===== config.mk =====
export PLATFORM = sky130hd
export DESIGN_NAME = icoc_top
export DESIGN_NICKNAME = d
export VERILOG_FILES = /design/src/design/icoc_pkg.sv /design/src/design/icoc_top.sv
export SDC_FILE = /design/constraint.sdc
export NUM_CORES = 1
export LEC_CHECK = 0
export ABC_AREA = 1
export BUFFER_PORTS_ARGS = -buffer_cell sky130_fd_sc_hd__buf_2
export CAP_MARGIN = 15
export CORE_ASPECT_RATIO = 0.75
export CORE_MARGIN = 2
export CORE_UTILIZATION = 60
export CTS_BUF_LIST = sky130_fd_sc_hd__clkbuf_8 sky130_fd_sc_hd__clkbuf_16
export DETAILED_ROUTE_END_ITERATION = 6
export HOLD_SLACK_MARGIN = 0.06
export PLACE_DENSITY = 0.85
export SLEW_MARGIN = 20
export SYNTH_ARGS = -nofsm -noshare
export SYNTH_HDL_FRONTEND = slang
export SYNTH_SLANG_ARGS = --single-unit

===== constraint.sdc =====
create_clock -name pclk -period 4.85 [get_ports pclk]
set_clock_uncertainty 0.1 [all_clocks]
set_input_delay 0.485 -clock pclk [delete_from_list [all_inputs] [get_ports pclk]]
set_output_delay 0.485 -clock pclk [all_outputs]
set_load 0.005 [all_outputs]

===== src/design/icoc_pkg.sv =====
// Package for the capture/compare block: register map, field layout and type definitions.
// Assumes an APB slave with 32-bit data and one aligned word per register.
package icoc_pkg;

  // Register byte offsets.
  localparam logic [7:0] ICOC_CAP_CTRL_OFF = 8'h00;
  localparam logic [7:0] ICOC_CAP_BUF_OFF = 8'h04;
  localparam logic [7:0] ICOC_CMP_CTRL_OFF = 8'h08;
  localparam logic [7:0] ICOC_CMP_PRI_OFF = 8'h0C;
  localparam logic [7:0] ICOC_CMP_SEC_OFF = 8'h10;
  localparam logic [7:0] ICOC_STAT_OFF = 8'h14;

  // Capture control fields.
  localparam int ICOC_CAP_IDLE_BIT = 13;
  localparam int ICOC_CAP_TSEL_BIT = 7;
  localparam int ICOC_CAP_CPI_LSB = 5;
  localparam int ICOC_CAP_OVF_BIT = 4;
  localparam int ICOC_CAP_BNE_BIT = 3;
  localparam int ICOC_CAP_MODE_LSB = 0;

  // Compare control fields.
  localparam int ICOC_CMP_IDLE_BIT = 13;
  localparam int ICOC_CMP_FLT_BIT = 4;
  localparam int ICOC_CMP_TSEL_BIT = 3;
  localparam int ICOC_CMP_MODE_LSB = 0;

  // Reset values.
  localparam logic [15:0] ICOC_CTRL_RST = 16'h0000;
  localparam logic [15:0] ICOC_VAL_RST = 16'h0000;

  // Capture buffer depth and prescale counts.
  localparam int ICOC_FIFO_DEPTH = 4;
  localparam logic [3:0] ICOC_PRE4_LAST = 4'h3;
  localparam logic [3:0] ICOC_PRE16_LAST = 4'hF;

  // Capture modes.
  localparam logic [2:0] ICOC_CM_OFF = 3'h0;
  localparam logic [2:0] ICOC_CM_EDGE = 3'h1;
  localparam logic [2:0] ICOC_CM_FALL = 3'h2;
  localparam logic [2:0] ICOC_CM_RISE = 3'h3;
  localparam logic [2:0] ICOC_CM_RISE4 = 3'h4;
  localparam logic [2:0] ICOC_CM_RISE16 = 3'h5;
  localparam logic [2:0] ICOC_CM_WAKE = 3'h7;

  // Compare modes.
  typedef enum logic [2:0] {
    ICOC_OM_OFF = 3'h0,
    ICOC_OM_SET = 3'h1,
    ICOC_OM_CLR = 3'h2,
    ICOC_OM_TOG = 3'h3,
    ICOC_OM_ONE = 3'h4,
    ICOC_OM_CONT = 3'h5,
    ICOC_OM_PWM = 3'h6,
    ICOC_OM_PWMF = 3'h7
  } icoc_omode_t;

  // Pulse state machine for the delayed one-shot.
  typedef enum logic [2:0] {
    ICOC_PS_WAIT = 3'b001,
    ICOC_PS_HIGH = 3'b010,
    ICOC_PS_DONE = 3'b100
  } icoc_pstate_t;

  // Timer inputs travel together.
  typedef struct packed {
    logic [15:0] second;
    logic [15:0] third;
  } icoc_timers_t;

endpackage : icoc_pkg


===== src/design/icoc_top.sv =====
// Input capture channel and output compare channel with an APB register file.
// Assumes the two 16-bit timers, idle indication and enable come from logic on pclk;
// capture_pin and fault_input are asynchronous pins and are synchronised here.
//
// Summary of operation
// - Capture idle-stop bit 13 set halts the capture channel during CPU Idle.
// - Capture timer-select bit 7: 1 latches second timer, 0 latches third timer.
// - Captures-per-interrupt 00..11 interrupts after every 1st..4th capture.
// - Capture overflow bit 4 is read-only, hardware sets and clears it.
// - Buffer-not-empty bit 3 reads 1 while any captured value is unread.
// - Capture mode picks edge: any, falling, rising, 4th rising, 16th rising.
// - Capture mode 111 makes the pin a rising-edge wake interrupt in sleep/idle only.
// - Capture modes 000 and 110 leave the capture channel disabled.
// - Every-edge mode interrupts on each capture, ignoring captures-per-interrupt.
// - Compare timer-select bit 3: 1 uses third timer, 0 uses second timer.
// - Compare idle-stop bit 13 set halts the compare channel during CPU Idle, except the mode 111 fault shutdown.
// - Compare mode 000 disables compare; pin follows the port latch, no interrupt.
// - Mode 001 starts low, goes high on match, interrupts on that rise.
// - Mode 010 starts high, goes low on match, interrupts on that fall.
// - Mode 011 keeps level, toggles on each match, interrupts on both edges.
// - Mode 100 starts low, makes one pulse, interrupts on its falling edge.
// - Mode 101 starts low, makes continuous pulses, interrupts on each fall.
// - Mode 110 is PWM, initial level from primary value nonzero, no interrupt.
// - Mode 111 is PWM with fault input; interrupt on fault falling edge.
// - Fault status bit 4 sets on fault in mode 111, cleared by hardware only.
// - Compare selected timer with one or two values and change pin on match.
// - Each capture event latches the full 16-bit selected timer count.
// - Captures sit in a four-entry FIFO, read by software in arrival order.
//
// Decided for this implementation: the register offsets and register access over APB.
module icoc_top
  import icoc_pkg::*;
#(
  parameter int DEPTH = ICOC_FIFO_DEPTH
) (
  // APB slave.
  input wire logic pclk,
  input wire logic presetn,
  input wire logic psel,
  input wire logic penable,
  input wire logic pwrite,
  input wire logic [7:0] paddr,
  input wire logic [31:0] pwdata,
  output logic [31:0] prdata,
  output logic pready,
  output logic pslverr,
  // System.
  input wire logic clk_en,
  input wire logic cpu_idle,
  input wire logic cpu_sleep,
  input wire icoc_timers_t timers,
  input wire logic port_latch,
  // Pins.
  input wire logic capture_pin,
  input wire logic fault_input,
  output logic compare_output_pin,
  // Event pulses.
  output logic capture_irq,
  output logic compare_irq
);

  localparam int PW = $clog2(DEPTH);

  // Control and data registers.
  logic cap_idle_reg, cap_tsel_reg;
  logic [1:0] cap_cpi_reg;
  logic [2:0] cap_mode_reg;
  logic cap_ovf_reg;
  logic cmp_idle_reg, cmp_tsel_reg, cmp_flt_reg;
  logic [2:0] cmp_mode_reg;
  logic [15:0] pri_reg, sec_reg;
  logic [15:0] fifo_mem [DEPTH];
  logic [PW-1:0] wr_ptr_reg, rd_ptr_reg;
  logic [PW:0] count_reg;
  logic [3:0] pre_reg;
  logic [1:0] cpi_cnt_reg;
  logic [1:0] cap_sync_reg, flt_sync_reg;
  logic cap_prev_reg, flt_prev_reg;
  logic out_reg;
  icoc_pstate_t pst_reg;

  // APB decode; the slave always answers in the access cycle.
  logic wr_en, rd_en;
  assign wr_en = psel && penable && pwrite;
  assign rd_en = psel && penable && !pwrite;

  function automatic logic hit(input logic [7:0] a, input logic [7:0] off);
    hit = (a == off);
  endfunction : hit

  // Synchronisers: the first stage feeds only the second.
  always_ff @(posedge pclk or negedge presetn) begin
    if (!presetn) begin
      cap_sync_reg <= 2'h0;
      flt_sync_reg <= 2'h3;
      cap_prev_reg <= 1'b0;
      flt_prev_reg <= 1'b1;
    end else if (clk_en) begin
      cap_sync_reg <= {cap_sync_reg[0], capture_pin};
      flt_sync_reg <= {flt_sync_reg[0], fault_input};
      cap_prev_reg <= cap_sync_reg[1];
      flt_prev_reg <= flt_sync_reg[1];
    end
  end

  logic rise, fall, flt_fall;
  assign rise = cap_sync_reg[1] && !cap_prev_reg;
  assign fall = !cap_sync_reg[1] && cap_prev_reg;
  assign flt_fall = !flt_sync_reg[1] && flt_prev_reg;

  // Capture run condition and trigger selection.
  logic cap_run, cap_evt, pre_hit;
  assign cap_run = !(cap_idle_reg && cpu_idle);
  assign pre_hit = (cap_mode_reg == ICOC_CM_RISE4) ? (pre_reg == ICOC_PRE4_LAST)
                                                   : (pre_reg == ICOC_PRE16_LAST);
  always_comb begin
    cap_evt = 1'b0;
    if (cap_run) begin
      case (cap_mode_reg)
        ICOC_CM_EDGE: cap_evt = rise || fall;
        ICOC_CM_FALL: cap_evt = fall;
        ICOC_CM_RISE: cap_evt = rise;
        ICOC_CM_RISE4, ICOC_CM_RISE16: cap_evt = rise && pre_hit;
        default: cap_evt = 1'b0;
      endcase
    end
  end

  // Edge prescaler for the every-4th and every-16th rising modes.
  always_ff @(posedge pclk or negedge presetn) begin
    if (!presetn) begin
      pre_reg <= 4'h0;
    end else if (clk_en) begin
      if (cap_mode_reg != ICOC_CM_RISE4 && cap_mode_reg != ICOC_CM_RISE16) begin
        pre_reg <= 4'h0;
      end else if (cap_run && rise) begin
        pre_reg <= pre_hit ? 4'h0 : pre_reg + 4'h1;
      end
    end
  end

  logic [15:0] cap_val;
  assign cap_val = cap_tsel_reg ? timers.second : timers.third;

  // FIFO bookkeeping; a read of the buffer register pops one entry.
  logic push, pop, full;
  assign full = (count_reg == (PW+1)'(DEPTH));
  assign push = cap_evt && !full;
  assign pop = rd_en && hit(paddr, ICOC_CAP_BUF_OFF) && (count_reg != '0);

  always_ff @(posedge pclk) begin
    if (clk_en && push) begin
      fifo_mem[wr_ptr_reg] <= cap_val;
    end
  end

  always_ff @(posedge pclk or negedge presetn) begin
    if (!presetn) begin
      wr_ptr_reg <= '0;
      rd_ptr_reg <= '0;
      count_reg <= '0;
    end else if (clk_en) begin
      if (cap_mode_reg == ICOC_CM_OFF) begin
        wr_ptr_reg <= '0;
        rd_ptr_reg <= '0;
        count_reg <= '0;
      end else begin
        if (push) wr_ptr_reg <= wr_ptr_reg + PW'(1);
        if (pop) rd_ptr_reg <= rd_ptr_reg + PW'(1);
        count_reg <= count_reg + (PW+1)'(push) - (PW+1)'(pop);
      end
    end
  end

  // Overflow: set by a capture into a full buffer, cleared by hardware once the buffer
  // drains or the channel is turned off. Set wins over a concurrent clear.
  always_ff @(posedge pclk or negedge presetn) begin
    if (!presetn) begin
      cap_ovf_reg <= 1'b0;
    end else if (clk_en) begin
      if (cap_evt && full) begin
        cap_ovf_reg <= 1'b1;
      end else if (cap_mode_reg == ICOC_CM_OFF || count_reg == '0) begin
        cap_ovf_reg <= 1'b0;
      end
    end
  end

  // Capture interrupt counting and wake-up interrupt.
  logic cap_irq_next;
  always_comb begin
    cap_irq_next = 1'b0;
    if (cap_mode_reg == ICOC_CM_WAKE) begin
      cap_irq_next = rise && (cpu_sleep || cpu_idle);
    end else if (push) begin
      cap_irq_next = (cap_mode_reg == ICOC_CM_EDGE)
                     || (cpi_cnt_reg == cap_cpi_reg);
    end
  end

  always_ff @(posedge pclk or negedge presetn) begin
    if (!presetn) begin
      cpi_cnt_reg <= 2'h0;
      capture_irq <= 1'b0;
    end else if (clk_en) begin
      capture_irq <= cap_irq_next;
      if (cap_mode_reg == ICOC_CM_OFF) begin
        cpi_cnt_reg <= 2'h0;
      end else if (push) begin
        cpi_cnt_reg <= (cpi_cnt_reg == cap_cpi_reg) ? 2'h0 : cpi_cnt_reg + 2'h1;
      end
    end
  end

  // Compare engine.
  logic [15:0] cmp_tmr;
  logic cmp_run, pri_hit, sec_hit, mode_wr;
  icoc_omode_t om;
  assign om = icoc_omode_t'(cmp_mode_reg);
  assign cmp_tmr = cmp_tsel_reg ? timers.third : timers.second;
  assign cmp_run = !(cmp_idle_reg && cpu_idle);
  assign pri_hit = cmp_run && (cmp_tmr == pri_reg);
  assign sec_hit = cmp_run && (cmp_tmr == sec_reg);
  assign mode_wr = wr_en && hit(paddr, ICOC_CMP_CTRL_OFF)
                   && (pwdata[2:0] != cmp_mode_reg);

  // Output level, pulse state and compare interrupt. A mode write sets the initial level.
  // The mode should only change with the time base stopped, since a match in the write
  // cycle is dropped in favour of the initial level.
  always_ff @(posedge pclk or negedge presetn) begin
    if (!presetn) begin
      out_reg <= 1'b0;
      pst_reg <= ICOC_PS_WAIT;
      compare_irq <= 1'b0;
    end else if (clk_en) begin
      compare_irq <= 1'b0;
      if (mode_wr) begin
        pst_reg <= ICOC_PS_WAIT;
        case (icoc_omode_t'(pwdata[2:0]))
          ICOC_OM_SET, ICOC_OM_ONE, ICOC_OM_CONT: out_reg <= 1'b0;
          ICOC_OM_CLR: out_reg <= 1'b1;
          ICOC_OM_PWM, ICOC_OM_PWMF: out_reg <= (pri_reg != 16'h0000);
          default: out_reg <= out_reg;
        endcase
      end else begin
        case (om)
          ICOC_OM_SET: if (pri_hit && !out_reg) begin
            out_reg <= 1'b1;
            compare_irq <= 1'b1;
          end
          ICOC_OM_CLR: if (pri_hit && out_reg) begin
            out_reg <= 1'b0;
            compare_irq <= 1'b1;
          end
          ICOC_OM_TOG: if (pri_hit) begin
            out_reg <= !out_reg;
            compare_irq <= 1'b1;
          end
          ICOC_OM_ONE: begin
            case (pst_reg)
              ICOC_PS_WAIT: if (pri_hit) begin
                out_reg <= 1'b1;
                pst_reg <= ICOC_PS_HIGH;
              end
              ICOC_PS_HIGH: if (sec_hit) begin
                out_reg <= 1'b0;
                compare_irq <= 1'b1;
                pst_reg <= ICOC_PS_DONE;
              end
              default: pst_reg <= ICOC_PS_DONE;
            endcase
          end
          ICOC_OM_CONT: begin
            if (pri_hit) begin
              out_reg <= 1'b1;
            end else if (sec_hit && out_reg) begin
              out_reg <= 1'b0;
              compare_irq <= 1'b1;
            end
          end
          ICOC_OM_PWM, ICOC_OM_PWMF: begin
            if (om == ICOC_OM_PWMF && (cmp_flt_reg || !flt_sync_reg[1])) begin
              out_reg <= 1'b0;
              compare_irq <= flt_fall && !cmp_flt_reg;
            end else if (cmp_run && cmp_tmr == 16'h0000) begin
              out_reg <= (pri_reg != 16'h0000);
            end else if (pri_hit) begin
              out_reg <= 1'b0;
            end
          end
          default: out_reg <= out_reg;
        endcase
      end
    end
  end

  // Fault status: latched on fault in mode 111; cleared by hardware when the mode
  // leaves 111 or the fault input returns high. Set wins.
  always_ff @(posedge pclk or negedge presetn) begin
    if (!presetn) begin
      cmp_flt_reg <= 1'b0;
    end else if (clk_en) begin
      if (om == ICOC_OM_PWMF && flt_fall) begin
        cmp_flt_reg <= 1'b1;
      end else if (om != ICOC_OM_PWMF || flt_sync_reg[1]) begin
        cmp_flt_reg <= 1'b0;
      end
    end
  end

  // Pin driver: port latch when disabled.
  always_ff @(posedge pclk or negedge presetn) begin
    if (!presetn) begin
      compare_output_pin <= 1'b0;
    end else if (clk_en) begin
      compare_output_pin <= (om == ICOC_OM_OFF) ? port_latch : out_reg;
    end
  end

  // Register writes; status bits are not writable.
  always_ff @(posedge pclk or negedge presetn) begin
    if (!presetn) begin
      {cap_idle_reg, cap_tsel_reg, cap_cpi_reg, cap_mode_reg} <= 7'h00;
      {cmp_idle_reg, cmp_tsel_reg, cmp_mode_reg} <= 5'h00;
      pri_reg <= ICOC_VAL_RST;
      sec_reg <= ICOC_VAL_RST;
    end else if (clk_en && wr_en) begin
      if (hit(paddr, ICOC_CAP_CTRL_OFF)) begin
        cap_idle_reg <= pwdata[ICOC_CAP_IDLE_BIT];
        cap_tsel_reg <= pwdata[ICOC_CAP_TSEL_BIT];
        cap_cpi_reg <= pwdata[ICOC_CAP_CPI_LSB +: 2];
        cap_mode_reg <= pwdata[ICOC_CAP_MODE_LSB +: 3];
      end
      if (hit(paddr, ICOC_CMP_CTRL_OFF)) begin
        cmp_idle_reg <= pwdata[ICOC_CMP_IDLE_BIT];
        cmp_tsel_reg <= pwdata[ICOC_CMP_TSEL_BIT];
        cmp_mode_reg <= pwdata[ICOC_CMP_MODE_LSB +: 3];
      end
      if (hit(paddr, ICOC_CMP_PRI_OFF)) pri_reg <= pwdata[15:0];
      if (hit(paddr, ICOC_CMP_SEC_OFF)) sec_reg <= pwdata[15:0];
    end
  end

  // Read mux, registered into prdata in the access cycle.
  logic [15:0] rmux;
  logic bad;
  always_comb begin
    rmux = ICOC_CTRL_RST;
    bad = 1'b0;
    case (paddr)
      ICOC_CAP_CTRL_OFF: begin
        rmux[ICOC_CAP_IDLE_BIT] = cap_idle_reg;
        rmux[ICOC_CAP_TSEL_BIT] = cap_tsel_reg;
        rmux[ICOC_CAP_CPI_LSB +: 2] = cap_cpi_reg;
        rmux[ICOC_CAP_OVF_BIT] = cap_ovf_reg;
        rmux[ICOC_CAP_BNE_BIT] = (count_reg != '0);
        rmux[ICOC_CAP_MODE_LSB +: 3] = cap_mode_reg;
      end
      ICOC_CAP_BUF_OFF: rmux = (count_reg != '0) ? fifo_mem[rd_ptr_reg] : 16'h0000;
      ICOC_CMP_CTRL_OFF: begin
        rmux[ICOC_CMP_IDLE_BIT] = cmp_idle_reg;
        rmux[ICOC_CMP_FLT_BIT] = cmp_flt_reg;
        rmux[ICOC_CMP_TSEL_BIT] = cmp_tsel_reg;
        rmux[ICOC_CMP_MODE_LSB +: 3] = cmp_mode_reg;
      end
      ICOC_CMP_PRI_OFF: rmux = pri_reg;
      ICOC_CMP_SEC_OFF: rmux = sec_reg;
      ICOC_STAT_OFF: rmux = {15'h0000, out_reg};
      default: bad = 1'b1;
    endcase
  end

  // APB answer: pready pulses in the access cycle's following edge window.
  always_ff @(posedge pclk or negedge presetn) begin
    if (!presetn) begin
      prdata <= 32'h0000_0000;
      pready <= 1'b0;
      pslverr <= 1'b0;
    end else begin
      pready <= psel && !penable;
      pslverr <= psel && !penable && bad;
      if (psel && !penable && !pwrite) prdata <= {16'h0000, rmux};
    end
  end

endmodule : icoc_top


# Yosys cells after proc, flatten, opt, wreduce, memory -nomap -nowiden
# Memory sizes are Yosys's and may differ from the RTL's.
# Cells that the tools add are included.
[totals]
n_memories = 1
wordCells = 221
ramBits = 64
inputBits = 83
ff_bits = 90
out_inout_bits = 37
[op_classes]
reduce_logical = 78
n_eq_ne = 47
n_mux = 61
addsub = 6
[mem_list]
columns = ["name", "words", "word_bits", "read_ports", "rd_ports_with_merged_regs", "write_ports", "line", "text"]
rows = [
  ["fifo_mem", 4, 16, 1, 0, 1, "icoc_top.sv:72", "logic [15:0] fifo_mem [DEPTH];"],
]
[ops]
columns = ["operator", "count"]
rows = [
  ["$mux W16", 3],
  ["$eq A3 B3 Y1 const B", 12],
  ["$eq A16 B16 Y1", 2],
  ["$logic_and A1 B1 Y1", 32],
  ["$mux W1", 32],
  ["$pmux W5 S6", 1],
  ["$ne A3 B3 Y1 const B", 8],
  ["$eq A3 B2 Y1 const B", 6],
  ["$reduce_and A2 Y1", 9],
  ["$eq A8 B4 Y1 const B", 2],
  ["$eq A8 B5 Y1 const B", 2],
  ["$logic_not A16 Y1", 1],
  ["$reduce_bool A16 Y1", 1],
  ["$mux W3", 5],
  ["$pmux W5 S3", 1],
  ["$mux W2", 7],
  ["$eq A3 B1 Y1 const B", 4],
  ["$mux W4", 3],
  ["$ne A4 B4 Y1 const B", 3],
  ["$pmux W1 S6", 2],
  ["$pmux W3 S4", 1],
  ["$reduce_bool A2 Y1", 6],
  ["$reduce_and A11 Y1", 1],
  ["$logic_not A1 Y1", 10],
  ["other kinds (27)", 38],
]

# Logic depth before layout (Yosys ltp)
[logic_depth]
word_depth = 9
ltp_mapped = 18
depth_no_buf = 17

# Worst setup path after synthesis
# No wires, ideal clock.
[synth_path]
path_type = "register -> register"
from = "reg cap_mode_reg[2]"
to = "mem fifo_mem[0][0], enable pin"
arrival_time_ns = 2.120
synth_period_minus_slack_ns = 2.609
required_ns = 4.361
setup_ns = 0.389
path_stages_with_launch = 11
n_path_buf = 0
slack_ns = 2.241
cell_sequence = "dfrtp_1 -> inv_1 -> nor2_1 -> nand3_1 -> nand2_1 -> nand4_1 -> o2111ai_1 -> nand2_1 -> inv_1 -> nand3_1 -> nor2_1"
[synth_via]
elab_chain_len = 9
elab_cells_between_ends = 14
classes_between = "eq/ne (5); mux (5); reduce/logical (4)"
[synth_lines]
columns = ["item", "line", "text"]
rows = [
  ["start, declared", "icoc_top.sv:67", "logic [2:0] cap_mode_reg;"],
  ["start signal, assigned", "icoc_top.sv:332", "cap_mode_reg <= pwdata[ICOC_CAP_MODE_LSB +: 3];"],
  ["$eq A3 B3 Y1", "icoc_top.sv:114, icoc_top.sv:119", ""],
  ["$mux W1", "icoc_top.sv:114", "assign pre_hit = (cap_mode_reg == ICOC_CM_RISE4) ? (pre_reg == ICOC_PRE4_LAST)"],
  ["$logic_and A1 B1 Y1", "icoc_top.sv:123", "ICOC_CM_RISE4, ICOC_CM_RISE16: cap_evt = rise && pre_hit;"],
  ["$pmux W1 S4 (*)", "icoc_top.sv:119", "case (cap_mode_reg)"],
  ["$mux W1 (*)", "icoc_top.sv:118", "if (cap_run) begin"],
  ["$logic_and A1 B1 Y1 (*)", "icoc_top.sv:148", "assign push = cap_evt && !full;"],
  ["$logic_and A1 B1 Y1 (*)", "icoc_top.sv:152", "if (clk_en && push) begin"],
  ["$mux W1 (*)", "icoc_top.sv:152", ""],
  ["$mux W1 (not written as such) (*)", "icoc_top.sv:153", "fifo_mem[wr_ptr_reg] <= cap_val;"],
  ["end, declared", "icoc_top.sv:72", ""],
]
# Every way passes the cells marked *; elsewhere a longest branch is shown, timed or not.

# Worst setup path in the final report
[layout_path]
from = "reg cmp_tsel_reg"
to = "reg out_reg"
[layout_via]
elab_chain_len = 7
elab_cells_between_ends = 23
classes_between = "eq/ne (9); mux (6); reduce/logical (8)"
[layout_lines]
columns = ["item", "line", "text"]
rows = [
  ["start, declared", "icoc_top.sv:69", "logic cmp_idle_reg, cmp_tsel_reg, cmp_flt_reg;"],
  ["start signal, assigned", "icoc_top.sv:336", "cmp_tsel_reg <= pwdata[ICOC_CMP_TSEL_BIT];"],
  ["$mux W16 (*)", "icoc_top.sv:220", "assign cmp_tmr = cmp_tsel_reg ? timers.third : timers.second;"],
  ["$logic_not A16 Y1", "icoc_top.sv:285", "end else if (cmp_run && cmp_tmr == 16'h0000) begin"],
  ["$logic_and A1 B1 Y1", "icoc_top.sv:285", ""],
  ["$mux W1", "icoc_top.sv:285", ""],
  ["$mux W1", "icoc_top.sv:282", "if (om == ICOC_OM_PWMF && (cmp_flt_reg || !flt_sync_reg[1])) begin"],
  ["$pmux W1 S6", "icoc_top.sv:246", "case (om)"],
  ["$mux W1", "icoc_top.sv:237", "if (mode_wr) begin"],
  ["end signal, assigned", "icoc_top.sv:242", "ICOC_OM_PWM, ICOC_OM_PWMF: out_reg <= (pri_reg != 16'h0000);"],
  ["end signal, assigned", "icoc_top.sv:243", "default: out_reg <= out_reg;"],
  ["end signal, assigned", "icoc_top.sv:286", "out_reg <= (pri_reg != 16'h0000);"],
  ["end, declared", "icoc_top.sv:79", "logic out_reg;"],
]
# Marks and branches as above.
# A chain may end at the register's enable or synchronous reset.

==> results.json <==
{
  "row_count": 36,
  "gp_congestion": 0.990,
  "drtPass1Iterations": 7,
  "vias": 7514,
  "final_max_slew_viol_count": 0,
  "cts.path.max_buffers": 2,
  "cp_max_fo": 23,
  "synthArstFlopShare": 0.584,
  "avgSynthCellArea_um2": 8.05,
  "arrival_ns": 3.43,
  "setup_tns_ns": 0,
  "dp_hpwl_um": 16100,
  "routed_via_density": 5.89,
  "clkTransAtPathRegs_ns": 0.07,
  "reg2reg_setup_slack_ns": 1.65,
  "overflow": 0,
  "wl_per_cell_um": 17.9,
  "ant_nets": 0,
  "tritoncts": "yes",
  "leakagePower_nw": 4.24,
  "drc": 0,
  "drive_gt1_frac": 0.122,
  "start_kind": "register",
  "hold_buffers": 0,
  "worst_pin_slew_ns": 1.02,
  "max_clock_freq_mhz": 312,
  "clock-sinks": 154,
  "status": "finished, final reports clean",
  "critPathRequiredTime_ns": 5.08,
  "fin_crit_ns": 3.20,
  "antenna_found_initial": 0,
  "seq_area_frac_synth": 0.511,
  "rsz0062_at_grt": "false",
  "ios": 120,
  "portBuffers": 87,
  "synth_cell_types": 45,
  "ir_drop_uv": 273,
  "synth-seq-cells": 154,
  "routed_wirelength_um": 22800,
  "coreArea_um2": 13200,
  "netlist_instances": 1015,
  "start_util": 0.621,
  "slew_headroom": 0.318,
  "synth_warnings": 0,
  "largest_reg_flops": 64,
  "grt_max_degree": 67,
  "htree_levels": 4,
  "nNetsFinal": 1184,
  "grt_pass1_wl_um": 35900,
  "synth_edf_count": 64,
  "synth_area_um2": 8170,
  "maxCapViolations": 0,
  "fin_crit_sh": 0.661,
  "die_x_um": 139,
  "path_class": "register to register",
  "power_mw": 2.94,
  "top_register": "fifo_mem",
  "insertion_delay_ns": 0.43,
  "cts_resized": 0,
  "cts_setup_buffers": 0,
  "die_y_um": 105,
  "hold_viol": 0,
  "cp-end-kind": "register",
  "setup_viol": 0,
  "grt_usage": 0.319,
  "cts_buffers": 17,
  "ys.flop_type": "dfrtp_1",
  "ctsRootBufferMaster": "clkbuf_16",
  "power_density_nw_per_um2": 318,
  "area.growth.synth_to_final_pct": 13.1,
  "die_area_um2": 14600,
  "drtIter0Drc": 991,
  "grt_pass1_vias": 6964,
  "hp-class": "input port to async pin",
  "antenna-diode-count": 0
}
==> stage by stage <==
step / hold WS, ns / instance area, um2 / cells / util / setup WS [ns]
after floorplan: 0.0894 / 8230 / 1030 / - / 2.24
after global placement: 0.352 / 8660 / 1243 / 0.658 / 1.80
after detailed placement: 0.360 / 8660 / 1243 / 0.658 / 1.69
after CTS: 0.112 / 9240 / 1275 / 0.703 / 1.75
after global routing: 0.118 / 9240 / 1275 / 0.703 / 1.36
final: 0.0622 / 9240 / 1275 / 0.703 / 1.65
==> layout make-up <==
type | count | area [um2]
clock buffers | 17 | 425
fillers | 1058 | 3910
inverters | 117 | 439
multi-input cells | 710 | 3360
repair buffers | 91 | 468
flip-flops and latches | 154 | 4180
clock inverters | 15 | 159
well taps | 171 | 214
==> cell usage in the layout (no fill, tap or decap), types with 6 or more instances in the layout <==
master     count
nor4_1         7
o22ai_1       22
nand4_1       11
a31oi_1        8
o221ai_1       6
nor3_1        17
buf_2         86
nand2_1      299
edfxtp_1      64
ha_1           9
a221oi_1       8
inv_1        117
o21ai_0      107
clkbuf_16     17
nor2_1        91
nand3_1       51
a21oi_1       17
conb_1        16
dfrtp_1       86
xor2_1         6
==> worst max-delay path: stages, from the launching register on <==
cell and delay [ns]:
dfrtp_1 0.95, inv_2 0.37, nand2_1 0.19, nand2_1 0.15, nand2_1 0.11, nand2_1 0.07
nor2_1 0.15, nand2_1 0.08, nor2_1 0.11, nand3_2 0.21, nor2_1 0.15, nor2_1 0.05
nor2_1 0.12, nand2_1 0.06, nand2_1 0.07, nand2_1 0.06, nand2_1 0.05, nand2_1 0.05
==> path summary, 6_finish.rpt <==
kind | startpoint | end | cells past startpoint
min in group pclk | fault_input | flt_sync_reg[0] | 3
max in group asynchronous | presetn | sec_reg[5] | 2
setup / recovery | cmp_tsel_reg | out_reg | 17
setup reg to reg | cmp_tsel_reg | out_reg | 17
hold reg to reg | flt_sync_reg[0] | flt_sync_reg[0] | 2
hold / removal | presetn | prdata[13] | 1
==> synthesized netlist by cell type, types with 3 or more instances <==
master | n | area [um2]
dfstp_2 | 4 | 105
buf_4 | 18 | 135
o21ai_0 | 107 | 536
buf_1 | 3 | 11.3
nor3_1 | 17 | 85.1
o22ai_1 | 22 | 138
a21oi_1 | 17 | 85.1
nor2_1 | 94 | 353
nor4_1 | 7 | 43.8
nand4_1 | 11 | 68.8
dfrtp_1 | 86 | 2150
xor2_1 | 6 | 52.6
o221ai_1 | 6 | 52.6
nand2_1 | 299 | 1120
a221oi_1 | 8 | 70.1
a31oi_1 | 8 | 50.1
inv_1 | 115 | 432
a2bb2oi_1 | 5 | 43.8
ha_1 | 9 | 113
edfxtp_1 | 64 | 1920
xnor2_1 | 3 | 26.3
nand3_1 | 51 | 255
clkbuf_1 | 27 | 101
==> power breakdown <==
part / total [mW] / internal [mW] / leakage (nW) / switching [mW]
clock network: 1.33 / 0.799 / 0.284 / 0.528
logic: 0.203 / 0.0689 / 2.18 / 0.134
registers: 1.41 / 1.39 / 1.78 / 0.0203
==> layer usage <==
metal / vias to the layer above / part of all wire / track usage
met5: - / 0 / 0
met4: 0 / 0.029 / 0.113
met3: 73 / 0.11 / 0.0747
met2: 506 / 0.45 / 0.492
met1: 3437 / 0.41 / 0.445
li1: 3498 / - / -
==> cell families (layout without fill, tap and decap cells) <==
group,Yosys count,after routing,share of synthesized area
and+or+nand+nor,488,488,0.244
AOI/OAI and AO/OA,187,187,0.133
buffers and inverters,166,240,0.0854
DFF,154,154,0.511
adders and majority gates,10,10,0.0162
xor gates and xnor gates,9,9,0.00965
other,1,16,0.000459
No activity file was read; power rests on OpenSTA's default activity.
